<file path="config.mk">
export PLATFORM = sky130hd
export DESIGN_NAME = mua_uart
export DESIGN_NICKNAME = d
export VERILOG_FILES = /design/src/mua_pkg.sv /design/src/mua_uart.sv
export SDC_FILE = /design/constraint.sdc
export NUM_CORES = 1
export LEC_CHECK = 0
export ABC_CLOCK_PERIOD_IN_PS = 3440
export BUFFER_PORTS_ARGS = -buffer_cell sky130_fd_sc_hd__buf_2
export CORE_ASPECT_RATIO = 1.2
export CORE_MARGIN = 4
export CORE_UTILIZATION = 50
export DETAILED_ROUTE_END_ITERATION = 10
export PLACE_DENSITY_LB_ADDON = 0.25
export SLEW_MARGIN = 20
export SYNTH_ARGS = -nofsm -noshare
export SYNTH_HDL_FRONTEND = slang
export SYNTH_SLANG_ARGS = --single-unit
</file>
<file path="constraint.sdc">
create_clock -name clk -period 3.44 [get_ports clk]
set_input_delay 0.516 -clock clk [delete_from_list [all_inputs] [get_ports clk]]
set_output_delay 0.516 -clock clk [all_outputs]
set_load 0.02 [all_outputs]
</file>
<file path="src/mua_pkg.sv">
// Purpose: constants and types for the multimode uart with address match
// Assumes: 50 MHz clk, 8-bit register port, one timer overflow pulse input
// Notes: register offsets and field positions are defined here; the bench, props and read mux also hard-code some
package mua_pkg;

  // register map
  localparam logic [7:0] OFS_CTRL = 8'h98;
  localparam logic [7:0] OFS_BUF = 8'h99;
  localparam logic [7:0] OFS_PWR = 8'h9a;
  localparam logic [7:0] OFS_STATION_ADDRESS = 8'h9b;
  localparam logic [7:0] OFS_SMASK = 8'h9c;
  localparam logic [7:0] CTRL_RST = 8'h00;
  localparam logic [7:0] BYTE_RST = 8'h00;

  // power control fields and the control register's bit 7
  localparam int PWR_DBL_BIT = 7;
  localparam int PWR_FES_BIT = 6;
  localparam int CTRL_HI_BIT = 7;

  // timing
  localparam int M0_DIV = 6;
  localparam int OVS = 16;
  localparam int DATA_BITS = 8;
  localparam logic [3:0] M1_TX_BITS = 4'ha;
  localparam logic [3:0] M2_TX_BITS = 4'hb;
  localparam logic [3:0] SAMPLE_PT = 4'h7;

  typedef enum logic [1:0] {
    MODE0 = 2'b00,
    MODE1 = 2'b01,
    MODE2 = 2'b10,
    MODE3 = 2'b11
  } mua_mode_e;

  typedef enum logic [1:0] {
    RX_IDLE = 2'b00,
    RX_START = 2'b01,
    RX_BITS = 2'b10,
    RX_STOP = 2'b11
  } mua_rx_e;

  typedef struct packed {
    logic mode_bit_hi;
    logic mode_bit_lo;
    logic multiproc_filter;
    logic rx_enable;
    logic transmit_ninth_bit;
    logic received_ninth_bit;
    logic transmit_done_flag;
    logic receive_flag;
  } mua_ctrl_s;

endpackage

</file>
<file path="src/mua_uart.sv">
// Purpose: four-mode uart with ninth bit and hardware address match
// Assumes: all inputs synchronous to clk; timer_ovf is a one-cycle pulse
// Notes: rxd is shared: data in (modes 1-3, mode 0 rx), data out (mode 0 tx)
`timescale 1ns/1ns
module mua_uart #(
  parameter int M0_DIV = mua_pkg::M0_DIV,
  parameter int OVS = mua_pkg::OVS
) (
  input wire logic clk, // 50 MHz cpu clock
  input wire logic rst_b, // sync reset, active low
  input wire logic [7:0] addr, // register address
  input wire logic [7:0] wdata, // write data
  input wire logic wr_en, // write strobe
  input wire logic rd_en, // read strobe
  output logic [7:0] rd_data, // read data, cycle after rd_en
  input wire logic timer_ovf, // selected timer overflow pulse
  input wire logic rxd_in, // receive pin level
  output logic rxd_out, // receive pin drive value, mode 0
  output logic rxd_oe, // receive pin drive enable
  output logic txd_out // transmit pin
);

  if (M0_DIV < 2 || M0_DIV > 16 || OVS < 4 || OVS > 16) begin : g_chk
    $error("mua_uart: divider parameters out of range");
  end

  localparam logic [3:0] M0_LAST = 4'(M0_DIV - 1);
  localparam logic [3:0] M0_HALF = 4'(M0_DIV / 2);
  localparam logic [3:0] OVS_LAST = 4'(OVS - 1);
  localparam logic [3:0] BIT_LAST = 4'(mua_pkg::DATA_BITS - 1);

  ////////////////////////////////////////////////////////////////////////
  // register state

  mua_pkg::mua_ctrl_s ctrl_reg;
  mua_pkg::mua_ctrl_s wr_ctrl_val;
  mua_pkg::mua_mode_e mode;
  logic fe_reg;
  logic dbl_reg;
  logic fes_reg;
  logic [7:0] station_address_reg;
  logic [7:0] smask_reg;
  logic [7:0] rbuf_reg;
  logic [7:0] rd_data_reg;
  logic wr_ctrl;
  logic wr_buf;
  logic wr_pwr;

  // receive result handed to the register block
  logic rx_load;
  logic [7:0] rx_byte;
  logic rx_b9;
  logic fe_set;
  logic ti_set;

  // given address: masked bits must match; broadcast: zero bits don't care
  function automatic logic addr_hit(input logic [7:0] d,
                                    input logic [7:0] sa,
                                    input logic [7:0] sm);
    logic [7:0] given;
    logic [7:0] bcast;
    given = sa & sm;
    bcast = sa | sm;
    return (((d ^ given) & sm) == 8'h00) || (((d ^ bcast) & bcast) == 8'h00);
  endfunction

  assign wr_ctrl = wr_en && (addr == mua_pkg::OFS_CTRL);
  assign wr_buf = wr_en && (addr == mua_pkg::OFS_BUF);
  assign wr_pwr = wr_en && (addr == mua_pkg::OFS_PWR);
  assign wr_ctrl_val = mua_pkg::mua_ctrl_s'(wdata);
  // bit 7 is a mode bit regardless of what it currently reads as
  assign mode = mua_pkg::mua_mode_e'({ctrl_reg.mode_bit_hi,
                                      ctrl_reg.mode_bit_lo});

  // control register: hardware sets land after software writes, so win
  always_ff @(posedge clk) begin
    if (!rst_b) begin
      ctrl_reg <= mua_pkg::mua_ctrl_s'(mua_pkg::CTRL_RST);
    end else begin
      if (wr_ctrl) begin
        ctrl_reg <= wr_ctrl_val;
        if (fes_reg) begin
          ctrl_reg.mode_bit_hi <= ctrl_reg.mode_bit_hi;
        end
      end
      if (rx_load) begin
        ctrl_reg.received_ninth_bit <= rx_b9;
        ctrl_reg.receive_flag <= 1'b1;
      end
      if (ti_set) begin
        ctrl_reg.transmit_done_flag <= 1'b1;
      end
    end
  end

  // framing error: sticky, only a software write of zero clears it
  always_ff @(posedge clk) begin
    if (!rst_b) begin
      fe_reg <= 1'b0;
    end else begin
      if (wr_ctrl && fes_reg) begin
        fe_reg <= wdata[mua_pkg::CTRL_HI_BIT];
      end
      if (fe_set) begin
        fe_reg <= 1'b1;
      end
    end
  end

  // power control, station address and mask
  always_ff @(posedge clk) begin
    if (!rst_b) begin
      dbl_reg <= 1'b0;
      fes_reg <= 1'b0;
      station_address_reg <= mua_pkg::BYTE_RST;
      smask_reg <= mua_pkg::BYTE_RST;
    end else begin
      if (wr_pwr) begin
        dbl_reg <= wdata[mua_pkg::PWR_DBL_BIT];
        fes_reg <= wdata[mua_pkg::PWR_FES_BIT];
      end
      if (wr_en && (addr == mua_pkg::OFS_STATION_ADDRESS)) begin
        station_address_reg <= wdata;
      end
      if (wr_en && (addr == mua_pkg::OFS_SMASK)) begin
        smask_reg <= wdata;
      end
    end
  end

  // receive buffer changes only on an accepted frame
  always_ff @(posedge clk) begin
    if (!rst_b) begin
      rbuf_reg <= mua_pkg::BYTE_RST;
    end else if (rx_load) begin
      rbuf_reg <= rx_byte;
    end
  end

  // read port: data valid only in the cycle after the strobe
  always_ff @(posedge clk) begin
    if (!rst_b || !rd_en) begin
      rd_data_reg <= 8'h00;
    end else begin
      case (addr)
        mua_pkg::OFS_CTRL: begin
          rd_data_reg <= {fes_reg ? fe_reg : ctrl_reg.mode_bit_hi,
                          ctrl_reg[6:0]};
        end
        mua_pkg::OFS_BUF: rd_data_reg <= rbuf_reg;
        mua_pkg::OFS_PWR: begin
          rd_data_reg <= {dbl_reg, fes_reg, 6'h00};
        end
        mua_pkg::OFS_STATION_ADDRESS: rd_data_reg <= station_address_reg;
        mua_pkg::OFS_SMASK: rd_data_reg <= smask_reg;
        default: rd_data_reg <= 8'h00;
      endcase
    end
  end

  ////////////////////////////////////////////////////////////////////////
  // oversampling tick, OVS ticks per bit in modes 1-3

  logic half_reg;
  logic base_tick;
  logic samp;

  // mode 2 counts the cpu clock, modes 1 and 3 count timer overflows
  assign base_tick = (mode == mua_pkg::MODE2) ? 1'b1 : timer_ovf;
  assign samp = base_tick && (dbl_reg || half_reg);

  always_ff @(posedge clk) begin
    if (!rst_b) begin
      half_reg <= 1'b0;
    end else if (base_tick) begin
      half_reg <= !half_reg;
    end
  end

  ////////////////////////////////////////////////////////////////////////
  // mode 0 synchronous shifter

  logic m0_busy_reg;
  logic m0_rx_reg;
  logic [7:0] m0_sh_reg;
  logic [3:0] m0_cnt_reg;
  logic [3:0] m0_ph_reg;
  logic m0_tx_go;
  logic m0_rx_go;
  logic m0_shift;
  logic m0_done;

  assign m0_tx_go = wr_buf && (mode == mua_pkg::MODE0) && !m0_busy_reg;
  // reception starts when software enables it with the flag clear
  assign m0_rx_go = wr_ctrl && (mode == mua_pkg::MODE0) && !m0_busy_reg &&
                    wr_ctrl_val.rx_enable &&
                    !wr_ctrl_val.receive_flag;
  assign m0_shift = m0_busy_reg && (m0_ph_reg == M0_LAST);
  assign m0_done = m0_shift && (m0_cnt_reg == BIT_LAST);

  // one bit per M0_DIV clocks, sampled at the end of the high phase
  always_ff @(posedge clk) begin
    if (!rst_b) begin
      m0_busy_reg <= 1'b0;
      m0_rx_reg <= 1'b0;
      m0_sh_reg <= 8'h00;
      m0_cnt_reg <= 4'h0;
      m0_ph_reg <= 4'h0;
    end else if (!m0_busy_reg) begin
      m0_cnt_reg <= 4'h0;
      m0_ph_reg <= 4'h0;
      if (m0_tx_go) begin
        m0_busy_reg <= 1'b1;
        m0_rx_reg <= 1'b0;
        m0_sh_reg <= wdata;
      end else if (m0_rx_go) begin
        m0_busy_reg <= 1'b1;
        m0_rx_reg <= 1'b1;
      end
    end else begin
      m0_ph_reg <= m0_shift ? 4'h0 : 4'(m0_ph_reg + 4'h1);
      if (m0_shift) begin
        // lsb leaves first; received bits enter at the top
        m0_sh_reg <= {m0_rx_reg ? rxd_in : 1'b1, m0_sh_reg[7:1]};
        m0_cnt_reg <= 4'(m0_cnt_reg + 4'h1);
        if (m0_done) begin
          m0_busy_reg <= 1'b0;
        end
      end
    end
  end

  ////////////////////////////////////////////////////////////////////////
  // modes 1-3 transmitter

  logic tx_busy_reg;
  logic [10:0] tx_sh_reg;
  logic [3:0] tx_left_reg;
  logic [3:0] tx_ph_reg;
  logic tx_step;

  assign tx_step = tx_busy_reg && samp && (tx_ph_reg == OVS_LAST);

  // writes to the buffer while a frame is out are dropped
  always_ff @(posedge clk) begin
    if (!rst_b) begin
      tx_busy_reg <= 1'b0;
      tx_sh_reg <= '1;
      tx_left_reg <= 4'h0;
      tx_ph_reg <= 4'h0;
    end else if (!tx_busy_reg) begin
      tx_ph_reg <= 4'h0;
      if (wr_buf && (mode != mua_pkg::MODE0)) begin
        tx_busy_reg <= 1'b1;
        // mode 1 sends the stop bit where the ninth bit would sit
        tx_sh_reg <= {1'b1, (mode == mua_pkg::MODE1) ? 1'b1 :
                      ctrl_reg.transmit_ninth_bit, wdata, 1'b0};
        tx_left_reg <= (mode == mua_pkg::MODE1) ? mua_pkg::M1_TX_BITS :
                       mua_pkg::M2_TX_BITS;
      end
    end else if (samp) begin
      tx_ph_reg <= (tx_ph_reg == OVS_LAST) ? 4'h0 : 4'(tx_ph_reg + 4'h1);
      if (tx_step) begin
        tx_sh_reg <= {1'b1, tx_sh_reg[10:1]};
        tx_left_reg <= 4'(tx_left_reg - 4'h1);
        if (tx_left_reg == 4'h1) begin
          tx_busy_reg <= 1'b0;
        end
      end
    end
  end

  assign ti_set = m0_done ? !m0_rx_reg : (tx_step && tx_left_reg == 4'h1);

  ////////////////////////////////////////////////////////////////////////
  // modes 1-3 receiver

  mua_pkg::mua_rx_e rx_state;
  logic rx_prev_reg;
  logic [3:0] rx_ph_reg;
  logic [3:0] rx_idx_reg;
  logic [8:0] rx_sh_reg;
  logic rx_pt;
  logic is_m1;
  logic [3:0] rx_last;
  logic [7:0] as_byte;
  logic as_b9;
  logic as_pass;
  logic as_final;

  assign is_m1 = (mode == mua_pkg::MODE1);
  assign rx_pt = samp && (rx_ph_reg == mua_pkg::SAMPLE_PT);
  assign rx_last = is_m1 ? BIT_LAST : 4'(BIT_LAST + 4'h1);
  // mode 1 has eight bits in the top of the shifter, modes 2/3 nine
  assign as_byte = is_m1 ? rx_sh_reg[8:1] : rx_sh_reg[7:0];
  // ninth bit: stop bit in mode 1, real ninth bit otherwise
  assign as_b9 = is_m1 ? rxd_in : rx_sh_reg[8];
  assign as_final = (rx_state == mua_pkg::RX_STOP) && rx_pt;
  // filter: mode 1 needs a good stop; modes 2/3 an addressed match
  always_comb begin
    if (!ctrl_reg.multiproc_filter) begin
      as_pass = 1'b1;
    end else if (is_m1) begin
      as_pass = rxd_in;
    end else begin
      as_pass = rx_sh_reg[8] &&
                addr_hit(as_byte, station_address_reg, smask_reg);
    end
  end

  // stop bit is checked in every async mode; a low stop flags the error, and in mode 1 with the filter also drops the frame
  assign fe_set = as_final && !rxd_in;

  // final shift pulse decides; a rejected frame vanishes
  assign rx_load = (as_final && !ctrl_reg.receive_flag && as_pass) ||
                   (m0_done && m0_rx_reg &&
                    !ctrl_reg.receive_flag);
  assign rx_byte = m0_done ? {rxd_in, m0_sh_reg[7:1]} : as_byte;
  assign rx_b9 = m0_done ? ctrl_reg.received_ninth_bit : as_b9;

  always_ff @(posedge clk) begin
    if (!rst_b) begin
      rx_prev_reg <= 1'b1;
    end else begin
      rx_prev_reg <= rxd_in;
    end
  end

  // edge-triggered start, mid-bit sampling at phase SAMPLE_PT
  always_ff @(posedge clk) begin
    if (!rst_b) begin
      rx_state <= mua_pkg::RX_IDLE;
      rx_ph_reg <= 4'h0;
      rx_idx_reg <= 4'h0;
      rx_sh_reg <= 9'h000;
    end else if (!ctrl_reg.rx_enable || mode == mua_pkg::MODE0) begin
      rx_state <= mua_pkg::RX_IDLE;
    end else begin
      if (samp) begin
        rx_ph_reg <= (rx_ph_reg == OVS_LAST) ? 4'h0 :
                     4'(rx_ph_reg + 4'h1);
      end
      case (rx_state)
        mua_pkg::RX_IDLE: begin
          rx_ph_reg <= 4'h0;
          if (rx_prev_reg && !rxd_in) begin
            rx_state <= mua_pkg::RX_START;
          end
        end
        mua_pkg::RX_START: begin
          // a start bit that is high again at mid-bit was noise
          if (rx_pt) begin
            rx_idx_reg <= 4'h0;
            rx_state <= rxd_in ? mua_pkg::RX_IDLE : mua_pkg::RX_BITS;
          end
        end
        mua_pkg::RX_BITS: begin
          if (rx_pt) begin
            rx_sh_reg <= {rxd_in, rx_sh_reg[8:1]};
            rx_idx_reg <= 4'(rx_idx_reg + 4'h1);
            if (rx_idx_reg == rx_last) begin
              rx_state <= mua_pkg::RX_STOP;
            end
          end
        end
        mua_pkg::RX_STOP: begin
          if (rx_pt) begin
            rx_state <= mua_pkg::RX_IDLE;
          end
        end
        default: rx_state <= mua_pkg::RX_IDLE;
      endcase
    end
  end

  ////////////////////////////////////////////////////////////////////////
  // pin drivers, all registered

  logic txd_reg;
  logic rxd_out_reg;
  logic rxd_oe_reg;

  // mode 0: clock low for the first half of each bit slot
  always_ff @(posedge clk) begin
    if (!rst_b) begin
      txd_reg <= 1'b1;
      rxd_out_reg <= 1'b1;
      rxd_oe_reg <= 1'b0;
    end else begin
      if (m0_busy_reg) begin
        txd_reg <= (m0_ph_reg >= M0_HALF);
      end else begin
        txd_reg <= tx_busy_reg ? tx_sh_reg[0] : 1'b1;
      end
      rxd_out_reg <= m0_sh_reg[0];
      rxd_oe_reg <= m0_busy_reg && !m0_rx_reg;
    end
  end

  assign rd_data = rd_data_reg;
  assign txd_out = txd_reg;
  assign rxd_out = rxd_out_reg;
  assign rxd_oe = rxd_oe_reg;

endmodule

</file>
==> Word level (Yosys, flattened, before mapping) <==
Index checks and enable logic that the tools add are counted.
Widths: inputs -> output; s select.
{ "word_totals": {"elab_cells": 204, "latchBits": 0, "ram_bits": 0, "output_inout_bits": 11, "n_memories": 0, "in_bits": 22, "rom_bits": 0, "reg_bits": 105} }
{ "op_classes": {"multipliers": 0, "n_eq_ne": 26, "n_shift": 0, "n_addsub": 6, "bitwise_logic": 10, "magnitude_cmp": 1, "n_mux": 59, "div": 0, "reduce_logical": 69} }
{ "ops": {"columns": ["cell", "count"], "rows": [
  ["$mux 11", 4],
  ["$mux 4", 11],
  ["$eq 8x8->1 const B", 5],
  ["$mux 8", 5],
  ["$pmux 8 s5", 1],
  ["$logic_and 1x1->1", 29],
  ["$mux 1", 29],
  ["$and 8x8->8", 3],
  ["$add 4x1->4 const B", 5],
  ["$reduce_bool 2->1", 9],
  ["$logic_not 8->1", 2],
  ["$xor 8x8->8", 2],
  ["$ne 2x2->1 const B", 7],
  ["$reduce_and 2->1", 7],
  ["$eq 4x3->1 const B", 3],
  ["$mux 2", 6],
  ["$logic_not 1->1", 9],
  ["$eq 4x4->1 const B", 2],
  ["$or 8x8->8", 1],
  ["$pmux 2 s4", 1],
  ["$pmux 4 s2", 1],
  ["$eq 2x2->1 const B", 3],
  ["$reduce_and 3->1", 2],
  ["$logic_or 1x1->1", 5],
  ["other kinds (13)", 19]
]} }

==> Depth between registers and ports, before layout <==
{ "logic_depth": {"word_depth": 13, "ltp_mapped": 10, "mapped_depth_nobuf": 8} }

==> Worst setup path after synthesis <==
No wires, ideal clock.
{ "synth_timing": {"path_kind": "input-to-reg", "from": "input port addr[1]", "to": "register smask_reg[4]", "path_buffers": 2, "setup_time_ps": 76, "required_time_ps": 3364, "stages": 7, "t_arrival_ps": 1991, "setup_slack_ps": 1373, "path_cell_list": "clkbuf_1 nor2_1 nand2_1 nor3_1 clkbuf_1 nand3_1 a21boi_0"} }
{ "synth_between": {"elab_chain_len": 2} }
{ "synth_rtl": {"columns": ["element", "line", "source"], "rows": [
  ["start, declared", "mua_uart.sv:11", "input wire logic [7:0] addr,"],
  ["$eq 8x8->1", "mua_uart.sv:125", "if (wr_en && (addr == mua_pkg::OFS_SMASK)) begin"],
  ["$logic_and 1x1->1", "mua_uart.sv:125", null],
  ["end signal, assigned", "mua_uart.sv:116", "smask_reg <= mua_pkg::BYTE_RST;"],
  ["end signal, assigned", "mua_uart.sv:126", "smask_reg <= wdata;"],
  ["end, declared", "mua_uart.sv:42", "logic [7:0] smask_reg;"]
]} }
Every way passes these cells.
A chain may end at the register's enable or synchronous reset.

==> Worst setup path after layout <==
{ "layout_timing": {"from": "register ctrl_reg[7] (netlist bit)", "to": "register rbuf_reg[2]"} }
{ "layout_between": {"elab_chain_len": 11, "word_cells_on_any_way": 21, "cone_classes": "2 x eq/ne; 5 x mux; 4 x bitwise; 10 x reduce/logical"} }
{ "layout_rtl": {"columns": ["element", "line", "source"], "rows": [
  ["start, declared", "mua_uart.sv:35", "mua_pkg::mua_ctrl_s ctrl_reg;"],
  ["start signal, assigned", "mua_uart.sv:78", "ctrl_reg <= mua_pkg::mua_ctrl_s'(mua_pkg::CTRL_RST);"],
  ["start signal, assigned", "mua_uart.sv:81", "ctrl_reg <= wr_ctrl_val;"],
  ["$eq 2x1->1", "mua_uart.sv:291", "assign is_m1 = (mode == mua_pkg::MODE1);"],
  ["$mux 8", "mua_uart.sv:295", "assign as_byte = is_m1 ? rx_sh_reg[8:1] : rx_sh_reg[7:0];"],
  ["$xor 8x8->8", "mua_uart.sv:64", "return (((d ^ given) & sm) == 8'h00) || (((d ^ bcast) & bcast) == 8'h00);"],
  ["$and 8x8->8", "mua_uart.sv:64", null],
  ["$logic_not 8->1", "mua_uart.sv:64", null],
  ["$logic_or 1x1->1", "mua_uart.sv:64", null],
  ["$logic_and 1x1->1", "mua_uart.sv:306", "as_pass = rx_sh_reg[8] &&"],
  ["$mux 1", "mua_uart.sv:303", "end else if (is_m1) begin"],
  ["$mux 1", "mua_uart.sv:301", "if (!ctrl_reg.multiproc_filter) begin"],
  ["$logic_and 1x1->1", "mua_uart.sv:315", "assign rx_load = (as_final && !ctrl_reg.receive_flag && as_pass) ||"],
  ["$logic_or 1x1->1", "mua_uart.sv:315", null],
  ["end signal, assigned", "mua_uart.sv:134", "rbuf_reg <= mua_pkg::BYTE_RST;"],
  ["end signal, assigned", "mua_uart.sv:136", "rbuf_reg <= rx_byte;"],
  ["end, declared", "mua_uart.sv:43", "logic [7:0] rbuf_reg;"]
]} }
Several ways; a longest one is shown, not always the timed one.

==> results.py <==
metrics = {
    "timing": {
        "fin_crit_sh_pct": 74.22,
        "fmax_mhz": 391.7,
        "fin_setup_tns_ns": 0,
        "rsz0062_at_grt": "no",
        "finalSetupViolCount": 0,
        "finalMaxSlewViolations": 0,
        "tightest_slew_ns": 0.7421,
        "layout_setup_ws_ns": 0.8868,
        "hold_viol": 0,
        "min_period_ns": 2.553,
        "relSlewSlack_pct": 50.31,
        "finClkSkew_ns": 0.007796,
    },
    "worst_setup_path": {
        "criticalPathCategory": "flop to flop",
        "critPathRequiredTime_ns": 3.70,
        "cp_slowest_cell": "a2111oi_4",
        "arrival_ns": 2.82,
        "critPathTopFamily": "simple AND/OR/NAND/NOR gates",
        "cp_max_fo": 10,
        "cp_cell_sequence": "nand2b_4 -> a2111oi_4 -> nand4_1 -> or3_1 -> o221ai_1 -> buf_4 -> mux2i_1",
        "critPathCaptureType": "flop",
        "start_kind": "flop",
        "critPathBufInv": 1,
        "cp_slowest_stage_delay_ns": 0.62,
    },
    "routing": {
        "wl_met2_mm": 5.909,
        "drc": 0,
        "antenna_left": 0,
        "top_layer_used": "met4",
        "num_vias": 4249,
        "detail_route.iter0.violations": 243,
        "wl_per_cell_um": 16.70,
        "dr_wl_met3_um": 586,
        "met1_length_mm": 5.276,
        "routed_wirelength_mm": 12.16,
        "firstDrtPassIters": 5,
        "viasPerCell": 5.837,
    },
    "logic_synthesis": {
        "async_reset_ff_share_pct": 0,
        "synth_mux_area_share_pct": 12.95,
        "synth_top_family_by_area": "simple AND/OR/NAND/NOR gates",
        "synth-compound-area-share_pct": 16.09,
        "synth_warnings": 0,
        "synth_area_sq_um": 5139,
        "yosys.area_share.adder_pct": 2.922,
        "synthCells": 577,
        "synth-xor-area-share_pct": 2.897,
        "ys_seq_elements": 104,
        "syn_avg_cell_area_sq_um": 8.906,
        "synth_nets": 611,
        "seq_area_frac_synth_pct": 40.52,
        "synth_edf_count": 0,
        "yosys.cell_types.count": 53,
        "synth_ff_type": "dfxtp_1",
        "yosys.area_share.simple_pct": 20.79,
    },
    "global_routing": {
        "grt_pass1_vias": 4033,
        "grt-ovfl-total": 0,
        "grt_max_degree": 77,
        "antenna_found_initial": 0,
        "grt_pass1_wl_mm": 20.29,
        "track_usage_pct": 21.07,
    },
    "placed_design": {
        "placedInstanceArea_sq_um": 5394,
        "pre_cts_slack_ns": 0.9259,
        "placed_cells": 712,
        "io_buffers": 32,
        "routabilityCongestion": 0.9523,
        "dp_hpwl_mm": 8.816,
    },
    "floorplanning": {
        "ioPinCount": 33,
        "initial_core_util_pct": 51.34,
        "die_x_um": 100.5,
        "row_count": 40,
        "fp.coreArea_sq_um": 10010,
        "die_y_um": 119.1,
        "die-area_sq_um": 11970,
    },
    "clock_tree": {
        "htreeDepth": 3,
        "cts_buffers": 9,
        "clk_latency_ns": 0.35,
        "cts_hold_buffers": 0,
        "cts.reportedPaths.clkPinSlew_ns": 0.07,
        "numClockSinks": 104,
        "post_cts_resize_count": 0,
        "cts_tree": "built",
        "cts_setup_buffers": 0,
        "cts_root_buffer": "clkbuf_16",
        "clockBufferDepth": 2,
    },
    "cells_and_area": {
        "largest_reg_flops": 10,
        "num_antenna_cells": 0,
        "fin_area_sq_um": 5697,
        "stdcell_count": 728,
        "area_growth_pct": 10.86,
        "nNetsFinal": 631,
        "drive_gt1_share_pct": 13.12,
        "fillCellCount": 924,
    },
    "power": {
        "p_total_mw": 2.337,
        "cellLeakagePower_nw": 2.094,
        "ir_worst_vdd_mv": 0.2142,
        "p_per_area_nw_per_um2": 410.2,
    },
    "worst_hold_path": {
        "min_path_type": "primary input to flop",
    },
    "run_status": {
        "status": "complete, no violations",
    },
    "run": {
        "cap_violations": 0,
    },
}
## synth_stat cells, types with 4 or more instances
cell type / number / area [sq um]
o211ai_1: 12 / 90.09
nor3_1: 6 / 30.03
xor2_1: 5 / 43.79
nand3_1: 29 / 145.1
a22oi_1: 12 / 90.09
o211a_1: 8 / 80.08
nand2_1: 92 / 345.3
o21ai_0: 34 / 170.2
mux2i_1: 53 / 530.5
buf_2: 4 / 20.02
o21a_1: 4 / 30.03
dfxtp_1: 104 / 2082
xnor2_1: 12 / 105.1
nand4_1: 8 / 50.05
inv_1: 11 / 41.29
and3_1: 4 / 25.02
ha_1: 12 / 150.1
a21boi_0: 19 / 142.6
a21oi_1: 19 / 95.09
clkbuf_1: 22 / 82.58
mux2_2: 10 / 112.6
nor2_1: 25 / 93.84
nor2b_1: 23 / 143.9
## final cells by class
cell class | count | area (sq um) | share of cell area, %
Sequential cell | 104 | 2082 | 36.55
Multi-Input combinational cell | 429 | 2865 | 50.30
Clock inverter | 7 | 77.57 | 1.362
Inverter | 11 | 41.29 | 0.7248
Clock buffer | 9 | 225.2 | 3.953
Timing Repair Buffer | 42 | 247.7 | 4.349
Tap cell | 126 | 157.7 | 2.767
## layer usage
metal | up-vias | GRT usage [%]
met5 | - | 0
met4 | 0 | 8.846
met3 | 23 | 3.749
met2 | 123 | 33.62
met1 | 2029 | 27.88
li1 | 2074 | -
## worst reg2reg max path: stages, from the launching register on
cell and delay (ns):
dfxtp_1 0.56, nand2b_4 0.12, a2111oi_4 0.62, nand4_1 0.22, or3_1 0.41, o221ai_1 0.07
buf_4 0.24, mux2i_1 0.23
## logic make-up (layout without fill, tap and decap cells)
family	Yosys count	in the layout
flops	104	104
mux	64	64
compound gates	122	122
xor+xnor	17	17
simple gates	214	214
buf+inv	44	69
fa+ha+maj	12	12
## metrics by stage
| step | hold slack [ns] | utilization, % |
|---|---|---|
| 2_1_floorplan | 0.4117 | - |
| 3_3_place_gp | 0.4387 | 53.89 |
| 3_5_place_dp | 0.4512 | 53.89 |
| 4_1_cts | 0.4577 | 56.91 |
| 5_1_grt | 0.4797 | 56.91 |
| 6_report | 0.4607 | 56.91 |
## path summary, 6_finish.rpt
| path | from | endpoint | slack (ns) | depth (start not counted) |
|---|---|---|---|---|
| max | ctrl_reg[7] | rbuf_reg[2] | 0.89 | 7 |
| min reg2reg | rbuf_reg[7] | rbuf_reg[7] | 0.46 | 2 |
| max reg2reg | ctrl_reg[7] | rbuf_reg[2] | 0.89 | 7 |
| min | rxd_in | flop | 0.46 | 2 |
## report_power, final
part | switching (mW) | total [mW] | internal, mW | leakage, nW
clock | 0.471 | 1.04 | 0.571 | 0.146
sequential | 0.00160 | 1.21 | 1.21 | 0.839
combinational | 0.0566 | 0.0878 | 0.0311 | 1.11
## cells in the final DEF (no fill, tap or decap), types with 19 or more instances in the layout
master,Yosys,layout
mux2i_1,53,53
nand2_1,92,92
nor2_1,25,25
dfxtp_1,104,104
buf_2,4,32
a21boi_0,19,19
o21ai_0,34,34
nor2b_1,23,23
nand3_1,29,29
a21oi_1,19,19
No activity file was read; power rests on OpenSTA's default activity.
